## config.mk

```make
export PLATFORM = sky130hd
export DESIGN_NAME = switch_drop_event_capture
export DESIGN_NICKNAME = d
export VERILOG_FILES = /design/src/hdl/drop_capture_pkg.sv /design/src/hdl/slot_if.sv /design/src/hdl/switch_drop_event_capture.sv /design/src/hdl/capture_slot.sv
export VERILOG_INCLUDE_DIRS = /design/src /design/src/hdl
export SDC_FILE = /design/constraint.sdc
export NUM_CORES = 1
export LEC_CHECK = 0
export BUFFER_PORTS_ARGS = -buffer_cell sky130_fd_sc_hd__buf_2
export CORE_MARGIN = 4
export CORE_UTILIZATION = 46
export DETAILED_ROUTE_END_ITERATION = 8
export PLACE_DENSITY_LB_ADDON = 0.08
export SYNTH_ARGS = -nofsm -noshare
export SYNTH_HDL_FRONTEND = slang
export SYNTH_SLANG_ARGS = --single-unit
```

## constraint.sdc

```tcl
create_clock -name clk -period 3 [get_ports clk]
set_input_delay 0.6 -clock clk [delete_from_list [all_inputs] [get_ports clk]]
set_output_delay 0.6 -clock clk [all_outputs]
set_load 0.1 [all_outputs]
```

## src/hdl/drop_capture_cfg.svh

```systemverilog
`ifndef DROP_CAPTURE_CFG_SVH
`define DROP_CAPTURE_CFG_SVH

// register indices; the byte address is four times the index
`define DES_MASK_IDX      32'h0000_1C20
`define DES_STATUS_IDX    32'h0000_1C21
`define DES_IDX_SHIFT     2

// status word layout
`define DES_A_VALID_BIT   0
`define DES_A_PORT_LSB    1
`define DES_A_PORT_MSB    2
`define DES_A_REASON_LSB  3
`define DES_A_REASON_MSB  6
`define DES_B_VALID_BIT   7
`define DES_B_PORT_LSB    8
`define DES_B_PORT_MSB    9
`define DES_B_REASON_LSB  10
`define DES_B_REASON_MSB  13
`define DES_RSVD_LSB      14
`define DES_RSVD_MSB      31

// mask register layout and reset
`define DEM_MASK_BIT      0
`define DEM_MASK_RESET    1'h1

// drop reason codes
`define RSN_BCAST_LEVEL   4'h0
`define RSN_RED           4'h1
`define RSN_NO_BUFFER     4'h2
`define RSN_NO_DESC       4'h3
`define RSN_NO_DEST       4'h4
`define RSN_RX_ERROR      4'h5
`define RSN_DROP_LEVEL    4'h6
`define RSN_YELLOW        4'h9
`define RSN_CLEAR         4'h0

// source port codes
`define PORT_0            2'h0
`define PORT_1            2'h1
`define PORT_2            2'h2
`define PORT_RSVD         2'h3

`endif

```

## src/hdl/drop_capture_pkg.sv

```systemverilog
`include "drop_capture_cfg.svh"

package drop_capture_pkg;

  // drop reason as delivered by the buffer manager
  typedef enum logic [3:0]
  {
    RSN_BCAST_LEVEL = `RSN_BCAST_LEVEL,
    RSN_RED         = `RSN_RED,
    RSN_NO_BUFFER   = `RSN_NO_BUFFER,
    RSN_NO_DESC     = `RSN_NO_DESC,
    RSN_NO_DEST     = `RSN_NO_DEST,
    RSN_RX_ERROR    = `RSN_RX_ERROR,
    RSN_DROP_LEVEL  = `RSN_DROP_LEVEL,
    RSN_YELLOW      = `RSN_YELLOW
  } reason_t;

  // source port of the dropped packet
  typedef enum logic [1:0]
  {
    SRC_PORT_0    = `PORT_0,
    SRC_PORT_1    = `PORT_1,
    SRC_PORT_2    = `PORT_2,
    SRC_PORT_RSVD = `PORT_RSVD
  } port_t;

endpackage

```

## src/hdl/slot_if.sv

```systemverilog
`timescale 1ns/1ns

// one capture slot: load and clear from the controller, contents back
interface slot_if;
  import drop_capture_pkg::*;
  logic    load;       // take the incoming event this cycle
  logic    clear;      // empty the slot this cycle
  reason_t reason_in;  // incoming reason
  port_t   port_in;    // incoming source port
  logic    valid;      // slot holds a capture
  reason_t reason;     // stored reason
  port_t   port;       // stored source port

  modport ctrl
  (
    output load, clear, reason_in, port_in,
    input  valid, reason, port
  );

  modport store
  (
    input  load, clear, reason_in, port_in,
    output valid, reason, port
  );
endinterface

```

## src/hdl/switch_drop_event_capture.sv

```systemverilog
`timescale 1ns/1ns
`include "drop_capture_cfg.svh"

module switch_drop_event_capture
#(
  parameter int ADDR_W = 16                   // apb byte address width
)
(
  input  wire logic                      clk,
  input  wire logic                      reset_n,
  input  wire logic                      psel,
  input  wire logic                      penable,
  input  wire logic                      pwrite,
  input  wire logic [ADDR_W-1:0]         paddr,
  input  wire logic [31:0]               pwdata,
  input  wire logic [3:0]                pstrb,
  output logic      [31:0]               prdata,
  output logic                           pready,
  output logic                           pslverr,
  input  wire logic                      drop_valid,
  input  wire drop_capture_pkg::reason_t drop_reason,
  input  wire drop_capture_pkg::port_t   drop_port,
  output logic                           drop_irq
);
  import drop_capture_pkg::*;

  // byte addresses derived from the register indices
  localparam logic [ADDR_W-1:0] STATUS_ADDR =
    ADDR_W'(`DES_STATUS_IDX << `DES_IDX_SHIFT);
  localparam logic [ADDR_W-1:0] MASK_ADDR =
    ADDR_W'(`DES_MASK_IDX << `DES_IDX_SHIFT);

  logic        pready_r;     // access phase marker, no wait state
  logic        pslverr_r;    // error answer for unmapped addresses
  logic [31:0] prdata_r;     // read word captured in the setup cycle
  logic        mask_r;       // interrupt mask, set out of reset
  logic        irq_r;        // registered interrupt request
  logic        snap_a_r;     // slot A was valid when the read was sampled
  logic        snap_b_r;     // slot B was valid when the read was sampled
  logic        setup;        // apb setup cycle
  logic        access_done;  // apb access completes at this edge
  logic        hit_status;   // address decodes to the status word
  logic        hit_mask;     // address decodes to the mask word
  logic        rd_clr;       // status read completes, clear what was shown
  logic        clr_a;        // clear slot A this edge
  logic        clr_b;        // clear slot B this edge
  logic        a_free;       // slot A can take the incoming event
  logic        b_free;       // slot B can take the incoming event
  logic [31:0] status_word;  // assembled status register

  // the two capture slots
  slot_if sa ();
  slot_if sb ();

  capture_slot u_slot_a
  (
    .clk     (clk),
    .reset_n (reset_n),
    .sl      (sa.store)
  );

  capture_slot u_slot_b
  (
    .clk     (clk),
    .reset_n (reset_n),
    .sl      (sb.store)
  );

  // apb phase and address decode
  assign setup       = psel & ~penable;
  assign access_done = psel & penable & pready_r;
  assign hit_status  = (paddr == STATUS_ADDR);
  assign hit_mask    = (paddr == MASK_ADDR);

  // only slots shown to software are cleared; an event loaded after
  // the setup sample is kept for the next read instead of vanishing
  assign rd_clr = access_done & ~pwrite & hit_status;
  assign clr_a  = rd_clr & snap_a_r;
  assign clr_b  = rd_clr & snap_b_r;

  // a slot being cleared on this edge counts as free
  assign a_free = ~sa.valid | clr_a;
  assign b_free = ~sb.valid | clr_b;

  // slot A first, then B; with both busy the event is lost
  assign sa.load      = drop_valid & a_free;
  assign sb.load      = drop_valid & ~a_free & b_free;
  assign sa.clear     = clr_a;
  assign sb.clear     = clr_b;
  assign sa.reason_in = drop_reason;
  assign sb.reason_in = drop_reason;
  assign sa.port_in   = drop_port;
  assign sb.port_in   = drop_port;

  // status word; reserved upper bits stay zero
  always_comb
  begin
    status_word = 32'h0000_0000;
    status_word[`DES_A_VALID_BIT] = sa.valid;
    status_word[`DES_A_PORT_MSB:`DES_A_PORT_LSB] = sa.port;
    status_word[`DES_A_REASON_MSB:`DES_A_REASON_LSB] = sa.reason;
    status_word[`DES_B_VALID_BIT] = sb.valid;
    status_word[`DES_B_PORT_MSB:`DES_B_PORT_LSB] = sb.port;
    status_word[`DES_B_REASON_MSB:`DES_B_REASON_LSB] = sb.reason;
  end

  // ready rises for the first access cycle only, so every transfer
  // completes with no wait state and still has registered outputs
  always_ff @(posedge clk or negedge reset_n)
  begin
    if (!reset_n)
      pready_r <= 1'b0;
    else
      pready_r <= setup;
  end

  // unmapped addresses answer with an error and zero data
  always_ff @(posedge clk or negedge reset_n)
  begin
    if (!reset_n)
      pslverr_r <= 1'b0;
    else
      pslverr_r <= setup & ~hit_status & ~hit_mask;
  end

  // read data is sampled in setup and shown through the access phase
  always_ff @(posedge clk or negedge reset_n)
  begin
    if (!reset_n)
      prdata_r <= 32'h0000_0000;
    else if (setup & ~pwrite & hit_status)
      prdata_r <= status_word;
    else if (setup & ~pwrite & hit_mask)
      prdata_r <= {31'h0000_0000, mask_r};
    else if (setup)
      prdata_r <= 32'h0000_0000;
  end

  // remember which slots the pending read reported
  always_ff @(posedge clk or negedge reset_n)
  begin
    if (!reset_n)
    begin
      snap_a_r <= 1'b0;
      snap_b_r <= 1'b0;
    end
    else if (setup & ~pwrite & hit_status)
    begin
      snap_a_r <= sa.valid;
      snap_b_r <= sb.valid;
    end
  end

  // mask write; status slots are never touched by it
  always_ff @(posedge clk or negedge reset_n)
  begin
    if (!reset_n)
      mask_r <= `DEM_MASK_RESET;
    else if (access_done & pwrite & hit_mask & pstrb[0])
      mask_r <= pwdata[`DEM_MASK_BIT];
  end

  // interrupt request, one cycle behind the status it reflects
  always_ff @(posedge clk or negedge reset_n)
  begin
    if (!reset_n)
      irq_r <= 1'b0;
    else
      irq_r <= (sa.valid | sb.valid) & ~mask_r;
  end

  assign prdata   = prdata_r;
  assign pready   = pready_r;
  assign pslverr  = pslverr_r;
  assign drop_irq = irq_r;

  // an empty slot A takes the event with its exact code and port
  chk_slot_a_first: assert property (
    @(posedge clk) disable iff (!reset_n)
    (drop_valid & ~sa.valid & ~rd_clr)
    |=> (sa.valid && sa.reason == $past(drop_reason)
         && sa.port == $past(drop_port)))
    else $error("event not captured in slot A");

  // with A busy, an empty slot B takes it and A stays as it was
  chk_slot_b_next: assert property (
    @(posedge clk) disable iff (!reset_n)
    (drop_valid & sa.valid & ~sb.valid & ~rd_clr)
    |=> (sb.valid && sb.reason == $past(drop_reason)
         && $stable(sa.reason) && $stable(sa.port)))
    else $error("second event not captured in slot B");

  // both slots full: the new event changes nothing
  chk_full_discard: assert property (
    @(posedge clk) disable iff (!reset_n)
    (drop_valid & sa.valid & sb.valid & ~rd_clr)
    |=> $stable(status_word))
    else $error("event overwrote a full slot");

  // interrupt follows the unmasked slot flags by one cycle
  chk_irq_follows: assert property (
    @(posedge clk) disable iff (!reset_n)
    ##1 (drop_irq == ($past(sa.valid | sb.valid) & ~$past(mask_r))))
    else $error("interrupt does not follow slot flags and mask");

  // while masked for two cycles the interrupt stays low
  chk_mask_blocks: assert property (
    @(posedge clk) disable iff (!reset_n)
    mask_r [*2] |-> !drop_irq)
    else $error("interrupt raised while masked");

  // a mask write leaves captured status alone
  chk_mask_keeps: assert property (
    @(posedge clk) disable iff (!reset_n)
    (access_done & pwrite & hit_mask & ~drop_valid)
    |=> $stable(status_word))
    else $error("mask write disturbed status");

  // a completed status read empties the reported slots
  chk_read_clear: assert property (
    @(posedge clk) disable iff (!reset_n)
    (rd_clr & snap_a_r & snap_b_r & ~drop_valid)
    |=> (status_word == 32'h0000_0000))
    else $error("status read did not clear both slots");

  // an event arriving on the clearing edge is kept
  chk_set_wins: assert property (
    @(posedge clk) disable iff (!reset_n)
    (rd_clr & snap_a_r & drop_valid) |=> sa.valid)
    else $error("event lost on the read clear edge");

  // empty slots show zero fields and reserved bits never rise
  chk_field_zero: assert property (
    @(posedge clk) disable iff (!reset_n)
    (~sa.valid |-> (status_word[`DES_A_REASON_MSB:`DES_A_PORT_LSB] == 6'h00))
    and (~sb.valid |-> (status_word[`DES_B_REASON_MSB:`DES_B_PORT_LSB] == 6'h00))
    and (status_word[`DES_RSVD_MSB:`DES_RSVD_LSB] == 18'h00000))
    else $error("fields set without their valid flag");

  // read data in the access phase matches the sampled status word
  chk_read_data: assert property (
    @(posedge clk) disable iff (!reset_n)
    (setup & ~pwrite & hit_status)
    |=> (pready && prdata == $past(status_word)))
    else $error("read data differs from status word");

  // no wait state: ready only in the cycle after setup
  chk_apb_wait: assert property (
    @(posedge clk) disable iff (!reset_n)
    setup |=> (pready ##1 !pready))
    else $error("ready not a single cycle after setup");

  // unmapped access answers with an error
  chk_unmapped_err: assert property (
    @(posedge clk) disable iff (!reset_n)
    (setup & ~hit_status & ~hit_mask) |=> (pslverr && prdata == 32'h0000_0000))
    else $error("unmapped access without error");

  // a filled slot A holds its capture until a read reports it
  chk_a_holds: assert property (
    @(posedge clk) disable iff (!reset_n)
    (sa.valid & ~clr_a) |=> (sa.valid && $stable(sa.reason) && $stable(sa.port)))
    else $error("slot A changed while held");

  // the same for slot B; the two slots never disturb each other
  chk_b_holds: assert property (
    @(posedge clk) disable iff (!reset_n)
    (sb.valid & ~clr_b) |=> (sb.valid && $stable(sb.reason) && $stable(sb.port)))
    else $error("slot B changed while held");

  // with both slots empty the event goes to A, never to B
  chk_a_before_b: assert property (
    @(posedge clk) disable iff (!reset_n)
    (drop_valid & ~sa.valid & ~sb.valid & ~rd_clr) |=> !sb.valid)
    else $error("event skipped slot A");

  // a set mask keeps the request low one cycle later
  chk_masked_low: assert property (
    @(posedge clk) disable iff (!reset_n)
    mask_r |=> !drop_irq)
    else $error("interrupt raised behind the mask");

  // unmasked pending status raises the request one cycle later
  chk_unmasked_high: assert property (
    @(posedge clk) disable iff (!reset_n)
    (~mask_r & (sa.valid | sb.valid)) |=> drop_irq)
    else $error("pending status without interrupt");

  // no pending status, no request
  chk_irq_low_empty: assert property (
    @(posedge clk) disable iff (!reset_n)
    ~(sa.valid | sb.valid) |=> !drop_irq)
    else $error("interrupt with both slots empty");

  // a strobed mask write takes the written bit
  chk_mask_load: assert property (
    @(posedge clk) disable iff (!reset_n)
    (access_done & pwrite & hit_mask & pstrb[0])
    |=> (mask_r == $past(pwdata[`DEM_MASK_BIT])))
    else $error("mask write not taken");

  // without its byte strobe a mask write changes nothing
  chk_strobe_ignored: assert property (
    @(posedge clk) disable iff (!reset_n)
    (access_done & pwrite & hit_mask & ~pstrb[0]) |=> $stable(mask_r))
    else $error("mask changed by an unstrobed write");

  // status is read-only: a write to it leaves both slots alone
  chk_status_readonly: assert property (
    @(posedge clk) disable iff (!reset_n)
    (access_done & pwrite & hit_status & ~drop_valid) |=> $stable(status_word))
    else $error("status changed by a write");

  // a mask read returns the mask bit and zeros above it
  chk_mask_readback: assert property (
    @(posedge clk) disable iff (!reset_n)
    (setup & ~pwrite & hit_mask) |=> (prdata == {31'h0000_0000, $past(mask_r)}))
    else $error("mask read data wrong");

  // mapped accesses never answer with an error
  chk_mapped_no_err: assert property (
    @(posedge clk) disable iff (!reset_n)
    (setup & (hit_status | hit_mask)) |=> !pslverr)
    else $error("error answer on a mapped register");

  // no setup, no ready in the next cycle
  chk_ready_idle: assert property (
    @(posedge clk) disable iff (!reset_n)
    !setup |=> !pready)
    else $error("ready without a setup cycle");
endmodule

```

## src/hdl/capture_slot.sv

```systemverilog
`timescale 1ns/1ns
`include "drop_capture_cfg.svh"

module capture_slot
(
  input wire logic clk,
  input wire logic reset_n,
  slot_if.store    sl
);
  import drop_capture_pkg::*;

  // load beats clear so an event landing on a read edge survives
  always_ff @(posedge clk or negedge reset_n)
  begin
    if (!reset_n)
    begin
      sl.valid  <= 1'b0;
      sl.reason <= reason_t'(`RSN_CLEAR);
      sl.port   <= port_t'(`PORT_0);
    end
    else if (sl.load)
    begin
      // code stored exactly as given, reserved ones included
      sl.valid  <= 1'b1;
      sl.reason <= sl.reason_in;
      sl.port   <= sl.port_in;
    end
    else if (sl.clear)
    begin
      // fields go to zero with the flag
      sl.valid  <= 1'b0;
      sl.reason <= reason_t'(`RSN_CLEAR);
      sl.port   <= port_t'(`PORT_0);
    end
  end
endmodule

```

# Yosys cells after proc, flatten, opt, wreduce, memory -nomap -nowiden
# Index checks and enable logic that the tools add are counted.
classes:
  bitwise: 30
  n_eq_ne: 2
  reduce_logical: 3
  muxes: 15
op_table:
  columns: ["op", "count"]
  rows:
  - ["2-to-1 mux 32 bit", 3]
  - ["equality test 16 x 15 -> 1 bit, second input constant", 2]
  - ["bitwise AND 1 bit", 19]
  - ["2-to-1 mux 4 bit", 4]
  - ["2-to-1 mux 2 bit", 4]
  - ["NOT 1 bit", 8]
  - ["2-to-1 mux 1 bit", 4]
  - ["nonzero test 2 bit", 2]
  - ["bitwise OR 1 bit", 3]
  - ["nonzero test 3 bit", 1]
totals:
  out_inout_bits: 35
  regBits: 52
  in_bits: 64
  wordCells: 63

# Longest topological paths before layout
# Gate-level depths: netlist of the first run.
depth:
  depth_word: 10
  depth_mapped: 6
  mapped_depth_nobuf: 5

# Modules after synthesis
# From an unflattened synthesis of the first run, not the netlist that was laid out.
unflattened:
  hier_cells: 121
  area_unflattened_um2: 1547.7
modules_own_cells:
  columns: ["mod", "instances", "seq_area_each_um2", "area_each_um2", "cells_each"]
  rows:
  - ["switch_drop_event_capture", 1, 501.7, 1004.7, 87]
  - ["capture_slot", 2, 175.2, 271.5, 17]

# Worst setup path after synthesis of the first run
# No wires, ideal clock.
synth_path:
  path_kind: "register to register"
  start: "register pready_r, in the netlist pready"
  end: "register u_slot_b.sl.port[0]"
  path_slack_ps: 954
  synth_period_minus_slack_ps: 2046
  required_time_ps: 2922
  n_path_buf: 0
  path_stages_with_launch: 6
  setup_time_ps: 78
  arrival_ps: 1968
  path_cell_list: "dfrtp_1 > and3_1 > nand3_1 > o21a_1 > a31oi_4 > o2bb2ai_1"
synth_between:
  elab_chain_cells: 9
  elab_cells_between_ends: 12
  classes_between: "1 x mux; 10 x bitwise; 1 x reduce/logical"
synth_rtl:
  columns: ["element", "line", "text"]
  rows:
  - ["start, declared", "switch_drop_event_capture.sv:33", "logic pready_r;"]
  - ["start signal, assigned", "switch_drop_event_capture.sv:114", "pready_r <= setup;"]
  - ["bitwise AND 1 bit *", "switch_drop_event_capture.sv:71", "assign access_done = psel & penable & pready_r;"]
  - ["bitwise AND 1 bit * (2 in series)", "switch_drop_event_capture.sv:77", "assign rd_clr = access_done & ~pwrite & hit_status;"]
  - ["bitwise AND 1 bit", "switch_drop_event_capture.sv:78", "assign clr_a = rd_clr & snap_a_r;"]
  - ["bitwise OR 1 bit", "switch_drop_event_capture.sv:82", "assign a_free = ~sa.valid | clr_a;"]
  - ["NOT 1 bit", "switch_drop_event_capture.sv:87", "assign sb.load = drop_valid & ~a_free & b_free;"]
  - ["bitwise AND 1 bit (2 in series)", "switch_drop_event_capture.sv:87", null]
  - ["2-to-1 mux 2 bit / nonzero test 2 bit (equally long branches)", null, null]
  - ["end signal, assigned", "capture_slot.sv:19", "sl.port <= port_t'(`PORT_0);"]
  - ["end signal, assigned", "capture_slot.sv:26", "sl.port <= sl.port_in;"]
  - ["end signal, assigned", "capture_slot.sv:33", "sl.port <= port_t'(`PORT_0);"]
  - ["end, declared", "slot_if.sv:23", "output valid, reason, port"]
# Mark *: on every way between the ends. The rest lies on a longest branch, timed or not.
# A chain may end at the register's enable or synchronous reset.

# Worst setup path after layout of the first run
layout_path:
  start: "input port paddr[15]"
  end: "register snap_b_r"
layout_between:
  elab_chain_cells: 2
layout_rtl:
  columns: ["element", "line", "text"]
  rows:
  - ["start, declared", "switch_drop_event_capture.sv:14", "input wire logic [ADDR_W-1:0] paddr,"]
  - ["equality test 16 x 15 -> 1 bit", "switch_drop_event_capture.sv:72", "assign hit_status = (paddr == STATUS_ADDR);"]
  - ["bitwise AND 1 bit", "switch_drop_event_capture.sv:147", "else if (setup & ~pwrite & hit_status)"]
  - ["end signal, assigned", "switch_drop_event_capture.sv:150", "snap_b_r <= sb.valid;"]
  - ["end, declared", "switch_drop_event_capture.sv:39", "logic snap_b_r;"]
# Every way passes these cells.

==> report_table.html, run 1 <==
<table>
<tr><th>Metric</th><th>Value</th></tr>
<tr><th colspan="2">Logic synthesis</th></tr>
<tr><td>Avg Cell Area, Syn</td><td>10.93 um2</td></tr>
<tr><td>Flops &amp; latches, synth</td><td>34</td></tr>
<tr><td>Mux share of post-synthesis cell area</td><td>0.03130</td></tr>
<tr><td>Synth Area in Compound Gates</td><td>0.1534</td></tr>
<tr><td>YS warnings</td><td>0</td></tr>
<tr><td>Proportion of synthesized flip-flops having asynchronous set or reset</td><td>1.000</td></tr>
<tr><td>Distinct cell type count after synthesis</td><td>35</td></tr>
<tr><td>Largest family of logic cells by synthesized area</td><td>simple AND/OR/NAND/NOR gates</td></tr>
<tr><td>Synthesized-area fraction occupied by and/or/nand/nor cells</td><td>0.1901</td></tr>
<tr><td>Most frequent cell after synthesis</td><td>sky130_fd_sc_hd__nand2_1</td></tr>
<tr><td>Arithmetic-cell share of the synthesized area counting full adders, half adders and majority gates</td><td>0</td></tr>
<tr><td>Number of enable flip-flop cells after synthesis</td><td>0</td></tr>
<tr><td>Post-synthesis sequential area ratio</td><td>0.5198</td></tr>
<tr><td>Number of cells produced by synthesis</td><td>150</td></tr>
<tr><td>Cell type contributing the most total cell area after synthesis</td><td>sky130_fd_sc_hd__dfrtp_1</td></tr>
<tr><td>Share of the synthesized area in the top cell type</td><td>0.5038</td></tr>
<tr><td>Prevailing post-synth register cell</td><td>sky130_fd_sc_hd__dfrtp_1</td></tr>
<tr><td>Most area-consuming cells after synthesis</td><td>sky130_fd_sc_hd__dfrtp_1 50%, sky130_fd_sc_hd__buf_4 8.2%, sky130_fd_sc_hd__nand2_1 8.0%</td></tr>
<tr><td>Commonest cells in the synthesized netlist</td><td>35 x sky130_fd_sc_hd__nand2_1, 33 x sky130_fd_sc_hd__dfrtp_1, 18 x sky130_fd_sc_hd__buf_4</td></tr>
<tr><td>Post-Synth XOR/XNOR Area</td><td>0</td></tr>
<tr><td>Synthesized area</td><td>1639 um2</td></tr>
<tr><th colspan="2">Global route</th></tr>
<tr><td>Number of global-route vias before repair</td><td>1223</td></tr>
<tr><td>GRT Total Usage</td><td>0.1654</td></tr>
<tr><td>Largest net degree at the start of global routing</td><td>35</td></tr>
<tr><td>Initial antenna violation count</td><td>0</td></tr>
<tr><td>Wire length of the first global-routing pass</td><td>5561 um</td></tr>
<tr><td>Gr ovfl total</td><td>0</td></tr>
<tr><th colspan="2">Setup path</th></tr>
<tr><td>Buffers and inverters on the worst path</td><td>1</td></tr>
<tr><td>Crit path required time</td><td>3.23 ns</td></tr>
<tr><td>Number of cells on the critical path</td><td>6</td></tr>
<tr><td>Worst-case reg-to-reg path depth</td><td>5</td></tr>
<tr><td>Crit. Startpoint</td><td>paddr[15]</td></tr>
<tr><td>Cell breakdown of the critical path</td><td>buf_2 -&gt; nor3b_1 -&gt; nand4_4 -&gt; nor2b_4 -&gt; nand2_4 -&gt; mux2_4</td></tr>
<tr><td>Worst r2r dst</td><td>u_slot_b.sl.reason[2]$_DFFE_PN0P_</td></tr>
<tr><td>Largest incremental delay on the critical path</td><td>0.43 ns</td></tr>
<tr><td>Worst reg-to-reg setup slack</td><td>1.46 ns</td></tr>
<tr><td>Reg-to-reg critical path startpoint</td><td>pready$_DFF_PN0_</td></tr>
<tr><td>Cell type of the slowest stage on the worst timing path</td><td>sky130_fd_sc_hd__nor2b_4</td></tr>
<tr><td>Critical path start-end classification</td><td>input port to flop</td></tr>
<tr><td>Maximum fanout along the worst path</td><td>15</td></tr>
<tr><td>Arrival @ worst endpoint</td><td>2.11 ns</td></tr>
<tr><td>Kind of start point of the critical path</td><td>input port</td></tr>
<tr><td>Cell family contributing the most delay on the critical path</td><td>simple AND/OR/NAND/NOR gates</td></tr>
<tr><td>Endpoint kind of the worst setup timing path</td><td>flop</td></tr>
<tr><th colspan="2">Timing</th></tr>
<tr><td>Total count of hold-check failures in the final report</td><td>0</td></tr>
<tr><td>Slew @ Worst Pin</td><td>0.7380 ns</td></tr>
<tr><td>Tmin final</td><td>1.876 ns</td></tr>
<tr><td>Headroom to the max-slew limit</td><td>0.5080</td></tr>
<tr><td>Final Hold Slack</td><td>0.3154 ns</td></tr>
<tr><td>Setup repair after global routing missed its margin</td><td>false</td></tr>
<tr><td>Setup clock skew after layout</td><td>0.01182 ns</td></tr>
<tr><td>Final-report setup violation count</td><td>0</td></tr>
<tr><td>Fmax</td><td>533.1 MHz</td></tr>
<tr><td>Pins Over Slew Limit</td><td>0</td></tr>
<tr><td>Final period utilization</td><td>0.6253</td></tr>
<tr><td>Final TNS setup</td><td>0 ns</td></tr>
<tr><th colspan="2">Route</th></tr>
<tr><td>Met1 Wirelength</td><td>1537 um</td></tr>
<tr><td>Initial DRC Count</td><td>68</td></tr>
<tr><td>Detailed-route wire length per cell</td><td>13.45 um</td></tr>
<tr><td>Via/cell ratio</td><td>4.816</td></tr>
<tr><td>Detailed-routed wire length on met3</td><td>261 um</td></tr>
<tr><td>Number of vias in the routed layout</td><td>1175</td></tr>
<tr><td>Remaining antenna violation count</td><td>0</td></tr>
<tr><td>Drt first pass iters</td><td>4</td></tr>
<tr><td>Met2 wirelength from detailed routing</td><td>1462 um</td></tr>
<tr><td>Post-detailed-route DRC marker count</td><td>0</td></tr>
<tr><td>Wire length reported by the detailed router</td><td>3281 um</td></tr>
<tr><td>Top routing layer in use</td><td>met4</td></tr>
<tr><th colspan="2">Clock network</th></tr>
<tr><td>Number of H-tree branching levels</td><td>2</td></tr>
<tr><td>Hold Buf Count CTS</td><td>0</td></tr>
<tr><td>Clock tree from TritonCTS</td><td>yes</td></tr>
<tr><td>Post_cts resized</td><td>0</td></tr>
<tr><td>Clk sinks</td><td>34</td></tr>
<tr><td>Total clock buffers created by CTS</td><td>5</td></tr>
<tr><td>Count of buffers added by post-CTS timing repair for setup</td><td>0</td></tr>
<tr><td>Clock insertion delay at the later pin of the skew report</td><td>0.33 ns</td></tr>
<tr><td>Number of buffers on the longest clock path</td><td>2</td></tr>
<tr><td>Clock root buffer</td><td>sky130_fd_sc_hd__clkbuf_4</td></tr>
<tr><td>Worst-path clk slew</td><td>0.10 ns</td></tr>
<tr><th colspan="2">Place</th></tr>
<tr><td>Post-place instance area</td><td>1837 um2</td></tr>
<tr><td>Last weighted congestion value of the routability-driven placer</td><td>0.7791</td></tr>
<tr><td>DP Wirelength</td><td>2498 um</td></tr>
<tr><td>Count of input and output buffers</td><td>46</td></tr>
<tr><th colspan="2">Power</th></tr>
<tr><td>Pwr/cell area</td><td>530.9 nW/um2</td></tr>
<tr><td>Total power draw</td><td>1.018 mW</td></tr>
<tr><td>Leakage power total</td><td>0.9387 nW</td></tr>
<tr><td>Largest voltage drop on the vdd net</td><td>0.0003066 V</td></tr>
<tr><th colspan="2">Final layout</th></tr>
<tr><td>Post-route cell area</td><td>1918 um2</td></tr>
<tr><td>Number of antenna diodes</td><td>0</td></tr>
<tr><td>Final Core Density</td><td>0.5659</td></tr>
<tr><td>Synthesis-to-layout area growth</td><td>17.02%</td></tr>
<tr><td>Number of nets in the layout</td><td>262</td></tr>
<tr><td>Share of cells above drive strength 1</td><td>0.3485</td></tr>
<tr><th colspan="2">Outcome</th></tr>
<tr><td>Status</td><td>completed</td></tr>
<tr><th colspan="2">Die</th></tr>
<tr><td>Core Box Area</td><td>3390 um2</td></tr>
<tr><td>Rows</td><td>21</td></tr>
<tr><td>Area enclosed by the die boundary</td><td>4582 um2</td></tr>
<tr><td>Overall die width</td><td>67.69 um</td></tr>
<tr><td>Starting density of the core</td><td>0.4836</td></tr>
<tr><td>Height of the die</td><td>67.69 um</td></tr>
<tr><td>Count of boundary I/O pins</td><td>99</td></tr>
<tr><th colspan="2">Job</th></tr>
<tr><td>Max cap viols</td><td>0</td></tr>
<tr><th colspan="2">Hold path</th></tr>
<tr><td>Class of the tightest hold or removal check</td><td>input port to async pin</td></tr>
</table>
## worst reg2reg max path: stages (launching register included)
cell and delay [ns]:
sky130_fd_sc_hd__dfrtp_1 0.35, sky130_fd_sc_hd__and3_1 0.28, sky130_fd_sc_hd__nand3_1 0.21, sky130_fd_sc_hd__o21ai_4 0.28, sky130_fd_sc_hd__nand2b_2 0.24, sky130_fd_sc_hd__o2bb2ai_1 0.09
## cell families after synthesis
kind of cell | count (synthesis)
buffers and inverters | 25
flip-flops | 34
AND/OR/NAND/NOR | 54
other | 1
multiplexers | 4
AO/OA/AOI/OAI | 32
## cell usage in the layout (no fill, tap or decap), drive strengths merged, types with 3 or more instances in the layout
master,Yosys,routed
buf,19,47
nand2,36,36
dfrtp,33,33
conb,1,18
o21ai,16,16
a32o,6,6
o2bb2ai,6,6
clkbuf,4,6
nor2,4,4
mux2,3,3
## layout make-up
| type | instances | area, um2 |
|---|---|---|
| clock buffer | 6 | 51.30 |
| clock inverter | 1 | 30.03 |
| fill | 310 | 1471 |
| inverter | 2 | 7.507 |
| multi-input combinational | 108 | 681.9 |
| sequential | 34 | 852.1 |
| tap | 46 | 57.56 |
| timing repair buffer | 47 | 237.7 |
## worst max-delay path by stage
stage                                       to
3_3_place_gp              snap_a_r$_DFFE_PN0N_
6_report                  snap_b_r$_DFFE_PN0N_
2_1_floorplan  u_slot_b.sl.port[0]$_DFFE_PN0P_
4_1_cts                   snap_b_r$_DFFE_PN0N_
3_5_place_dp              snap_b_r$_DFFE_PN0N_
5_1_grt                   snap_b_r$_DFFE_PN0N_
## metal layers
metal  global-route usage  up-vias
li1                     -      584
met1               0.2153      541
met2               0.2552       48
met3              0.05324        2
met4              0.06329        0
met5                    0        -
## through the flow
stage	setup slack [ns]	cells
after floorplan	0.9544	167
after global placement	0.7910	237
after detailed placement	0.7327	237
after CTS	1.107	244
after global routing	1.017	244
final	1.124	244
## sequential cells by signal, summed over array words and instances (netlist names), 2 cells and up
| register | count |
|---|---|
| u_slot_a.sl.reason | 4 |
| u_slot_b.sl.reason | 4 |
| u_slot_b.sl.port | 2 |
| prdata | 14 |
| u_slot_a.sl.port | 2 |
## where the power goes
part / total, mW / internal [mW] / switching, mW
Sequential: 0.495 / 0.481 / 0.0138
Clock: 0.341 / 0.194 / 0.147
Combinational: 0.182 / 0.0374 / 0.145
Note: power is estimated with default switching activity, not from simulation.
==> run 2, diff against run 1 <==
Settings changed: CORE_UTILIZATION 46 to 43.
Clock period 3 ns to 1.78 ns, I/O delays scaled along.
==> report_table.html, run 2 (synthesis gave the netlist of run 1 again) <==
<table>
<tr><th>Metric</th><th>Value</th></tr>
<tr><th colspan="2">Setup path</th></tr>
<tr><td>Cell breakdown of the critical path</td><td>and3_1 -&gt; nand3_1 -&gt; o21a_1 -&gt; a31oi_4 -&gt; o2bb2ai_1</td></tr>
<tr><td>Critical path start-end classification</td><td>flop to flop</td></tr>
<tr><td>Cell type of the slowest stage on the worst timing path</td><td>sky130_fd_sc_hd__dfrtp_2</td></tr>
<tr><td>Kind of start point of the critical path</td><td>flop</td></tr>
<tr><td>Maximum fanout along the worst path</td><td>6</td></tr>
<tr><td>Number of cells on the critical path</td><td>5</td></tr>
<tr><td>Arrival @ worst endpoint</td><td>1.75 ns</td></tr>
<tr><td>Cell family contributing the most delay on the critical path</td><td>compound AO/OA/AOI/OAI gates</td></tr>
<tr><td>Worst-case reg-to-reg path depth</td><td>5</td></tr>
<tr><td>Crit path required time</td><td>1.99 ns</td></tr>
<tr><td>Largest incremental delay on the critical path</td><td>0.36 ns</td></tr>
<tr><td>Endpoint kind of the worst setup timing path</td><td>flop</td></tr>
<tr><td>Buffers and inverters on the worst path</td><td>0</td></tr>
<tr><th colspan="2">Power</th></tr>
<tr><td>Leakage power total</td><td>0.9712 nW</td></tr>
<tr><td>Clock network fraction of design power</td><td>0.333</td></tr>
<tr><td>Portion of total power attributed to combinational logic</td><td>0.182</td></tr>
<tr><td>Switching Fraction</td><td>0.3102</td></tr>
<tr><td>Switching Power</td><td>0.5361 mW</td></tr>
<tr><td>Largest voltage drop on the vdd net</td><td>0.0005045 V</td></tr>
<tr><td>Internal power summed over all cells</td><td>1.192 mW</td></tr>
<tr><td>Sequential fraction of design power</td><td>0.486</td></tr>
<tr><td>Pwr/cell area</td><td>873.1 nW/um2</td></tr>
<tr><th colspan="2">Clock network</th></tr>
<tr><td>Number of buffers on the longest clock path</td><td>2</td></tr>
<tr><td>Clk sinks</td><td>34</td></tr>
<tr><td>Clock root buffer</td><td>sky130_fd_sc_hd__clkbuf_8</td></tr>
<tr><td>Count of buffers added by post-CTS timing repair for setup</td><td>0</td></tr>
<tr><td>Clock insertion delay at the later pin of the skew report</td><td>0.28 ns</td></tr>
<tr><td>Post_cts resized</td><td>0</td></tr>
<tr><td>Total clock buffers created by CTS</td><td>5</td></tr>
<tr><td>Number of H-tree branching levels</td><td>2</td></tr>
<tr><td>Clock tree from TritonCTS</td><td>yes</td></tr>
<tr><td>Worst-path clk slew</td><td>0.07 ns</td></tr>
<tr><th colspan="2">Timing</th></tr>
<tr><td>Pins Over Slew Limit</td><td>0</td></tr>
<tr><td>Total count of hold-check failures in the final report</td><td>0</td></tr>
<tr><td>Tmin final</td><td>1.544 ns</td></tr>
<tr><td>Setup repair after global routing missed its margin</td><td>false</td></tr>
<tr><td>Setup ws final</td><td>0.2357 ns</td></tr>
<tr><td>Final period utilization</td><td>0.8676</td></tr>
<tr><td>Final TNS setup</td><td>0 ns</td></tr>
<tr><td>Fmax</td><td>647.5 MHz</td></tr>
<tr><td>Final-report setup violation count</td><td>0</td></tr>
<tr><td>Setup clock skew after layout</td><td>0.005074 ns</td></tr>
<tr><td>Final Hold Slack</td><td>0.2874 ns</td></tr>
<tr><th colspan="2">Global route</th></tr>
<tr><td>Initial antenna violation count</td><td>0</td></tr>
<tr><td>Met2 usage in global routing</td><td>0.2023</td></tr>
<tr><td>Largest net degree at the start of global routing</td><td>27</td></tr>
<tr><td>Gr ovfl total</td><td>0</td></tr>
<tr><td>Grt peak-use layer</td><td>met2</td></tr>
<tr><td>Met1 global-route usage</td><td>0.1962</td></tr>
<tr><td>GRT Total Usage</td><td>0.1446</td></tr>
<tr><td>Global Route met3 Usage</td><td>0.04928</td></tr>
<tr><td>Wire length of the first global-routing pass</td><td>5595 um</td></tr>
<tr><td>Number of global-route vias before repair</td><td>1142</td></tr>
<tr><th colspan="2">Final layout</th></tr>
<tr><td>Most used cells in the layout excluding fill and tap cells</td><td>46 x sky130_fd_sc_hd__buf_2, 35 x sky130_fd_sc_hd__nand2_1, 32 x sky130_fd_sc_hd__dfrtp_1</td></tr>
<tr><td>Area of combinational cells with multiple inputs</td><td>681.9 um2</td></tr>
<tr><td>Filler cell count in the final layout</td><td>346</td></tr>
<tr><td>Most common cell after layout, fill and taps aside</td><td>sky130_fd_sc_hd__buf_2</td></tr>
<tr><td>Number of antenna diodes</td><td>0</td></tr>
<tr><td>Number of nets in the layout</td><td>268</td></tr>
<tr><td>Flip-flop count of the largest register after layout</td><td>14</td></tr>
<tr><td>Synthesis-to-layout area growth</td><td>20.76%</td></tr>
<tr><td>Post-route cell area</td><td>1979 um2</td></tr>
<tr><td>Share of cells above drive strength 1</td><td>0.3659</td></tr>
<tr><td>Combined flip-flop and latch cell area</td><td>853.3 um2</td></tr>
<tr><th colspan="2">Route</th></tr>
<tr><td>Remaining antenna violation count</td><td>0</td></tr>
<tr><td>Post-detailed-route DRC marker count</td><td>0</td></tr>
<tr><td>Number of vias in the routed layout</td><td>1187</td></tr>
<tr><td>Wire length reported by the detailed router</td><td>3311 um</td></tr>
<tr><td>Drt first pass iters</td><td>4</td></tr>
<tr><td>Initial DRC Count</td><td>46</td></tr>
<tr><td>Via/cell ratio</td><td>4.692</td></tr>
<tr><td>Detailed-route wire length per cell</td><td>13.09 um</td></tr>
<tr><th colspan="2">Hold path</th></tr>
<tr><td>Class of the tightest hold or removal check</td><td>input port to flop</td></tr>
<tr><td>Worst hold path stage count</td><td>2</td></tr>
<tr><th colspan="2">Die</th></tr>
<tr><td>Rows</td><td>22</td></tr>
<tr><td>Count of boundary I/O pins</td><td>99</td></tr>
<tr><td>Area enclosed by the die boundary</td><td>4864 um2</td></tr>
<tr><td>Overall die width</td><td>69.74 um</td></tr>
<tr><td>Starting density of the core</td><td>0.4477</td></tr>
<tr><td>Core Box Area</td><td>3661 um2</td></tr>
<tr><td>Height of the die</td><td>69.74 um</td></tr>
<tr><th colspan="2">Place</th></tr>
<tr><td>Post-place instance area</td><td>1878 um2</td></tr>
<tr><td>Last weighted congestion value of the routability-driven placer</td><td>0.7834</td></tr>
<tr><td>DP Wirelength</td><td>2599 um</td></tr>
<tr><td>Count of input and output buffers</td><td>46</td></tr>
<tr><td>Worst slack at placement</td><td>0.01037 ns</td></tr>
<tr><th colspan="2">Outcome</th></tr>
<tr><td>Status</td><td>completed</td></tr>
<tr><th colspan="2">Job</th></tr>
<tr><td>Max cap viols</td><td>0</td></tr>
</table>
[run 2: changes by cell type in the layout (fill, tap and decap cells not counted)]
cell                            before  now
sky130_fd_sc_hd__dfrtp_2             0    1
sky130_fd_sc_hd__dlygate4sd3_1       0    1
sky130_fd_sc_hd__dfrtp_1            33   32
sky130_fd_sc_hd__clkbuf_8            1    6
sky130_fd_sc_hd__clkbuf_4            5    0
sky130_fd_sc_hd__clkbuf_1            0    1
sky130_fd_sc_hd__clkinv_2            0    1
sky130_fd_sc_hd__bufinv_16           1    0
sky130_fd_sc_hd__buf_4               1    6
[run 2: per-stage QoR]
| step | util | total power, mW | instances |
|---|---|---|---|
| 2_1_floorplan | - | 1.115 | 167 |
| 3_3_place_gp | 0.5130 | 1.160 | 244 |
| 3_5_place_dp | 0.5130 | 1.165 | 244 |
| 4_1_cts | 0.5407 | 1.750 | 253 |
| 5_1_grt | 0.5407 | 1.805 | 253 |
| 6_report | 0.5407 | 1.728 | 253 |
[run 2: path summary, 6_finish.rpt]
kind                                                endpoint                  start  slack [ns]
setup / recovery             u_slot_b.sl.port[1]$_DFFE_PN0P_       pready$_DFF_PN0_        0.24
hold / removal                         prdata[0]$_DFFE_PN0P_                 pwrite        0.29
setup reg to reg             u_slot_b.sl.port[1]$_DFFE_PN0P_       pready$_DFF_PN0_        0.24
hold reg to reg                        prdata[3]$_DFFE_PN0P_  prdata[3]$_DFFE_PN0P_        0.48
max in group asynchronous                 mask_r$_DFFE_PN1P_                reset_n        0.80
min in group asynchronous  u_slot_b.sl.reason[3]$_DFFE_PN0P_                reset_n        0.47
[run 2: per-layer routing]
metal	wire length (um)	part of all wire
met1	1554	0.47
met2	1404	0.42
met3	288	0.087
met4	63	0.019
met5	0	0
[run 2: layout make-up]
type / count / share of cell area
sequential: 34 / 0.4311
multi-input combinational: 108 / 0.3445
clock buffer: 7 / 0.04362
clock inverter: 1 / 0.002528
inverter: 2 / 0.003793
timing repair buffer: 53 / 0.1441
tap: 48 / 0.03034
[run 2: power groups by stage]
| stage | logic, mW | clock network [mW] | registers (mW) |
|---|---|---|---|
| 2_1_floorplan | 0.257 | 0 | 0.858 |
| 3_3_place_gp | 0.309 | 0 | 0.851 |
| 6_report | 0.314 | 0.575 | 0.839 |
| 3_5_place_dp | 0.314 | 0 | 0.851 |
| 4_1_cts | 0.316 | 0.596 | 0.838 |
| 5_1_grt | 0.332 | 0.630 | 0.843 |
[run 2: timing repair]
action	in CTS	in global routing
hold endpoints to repair	9	0
hold buffers	1	0
setup endpoints to repair	0	0
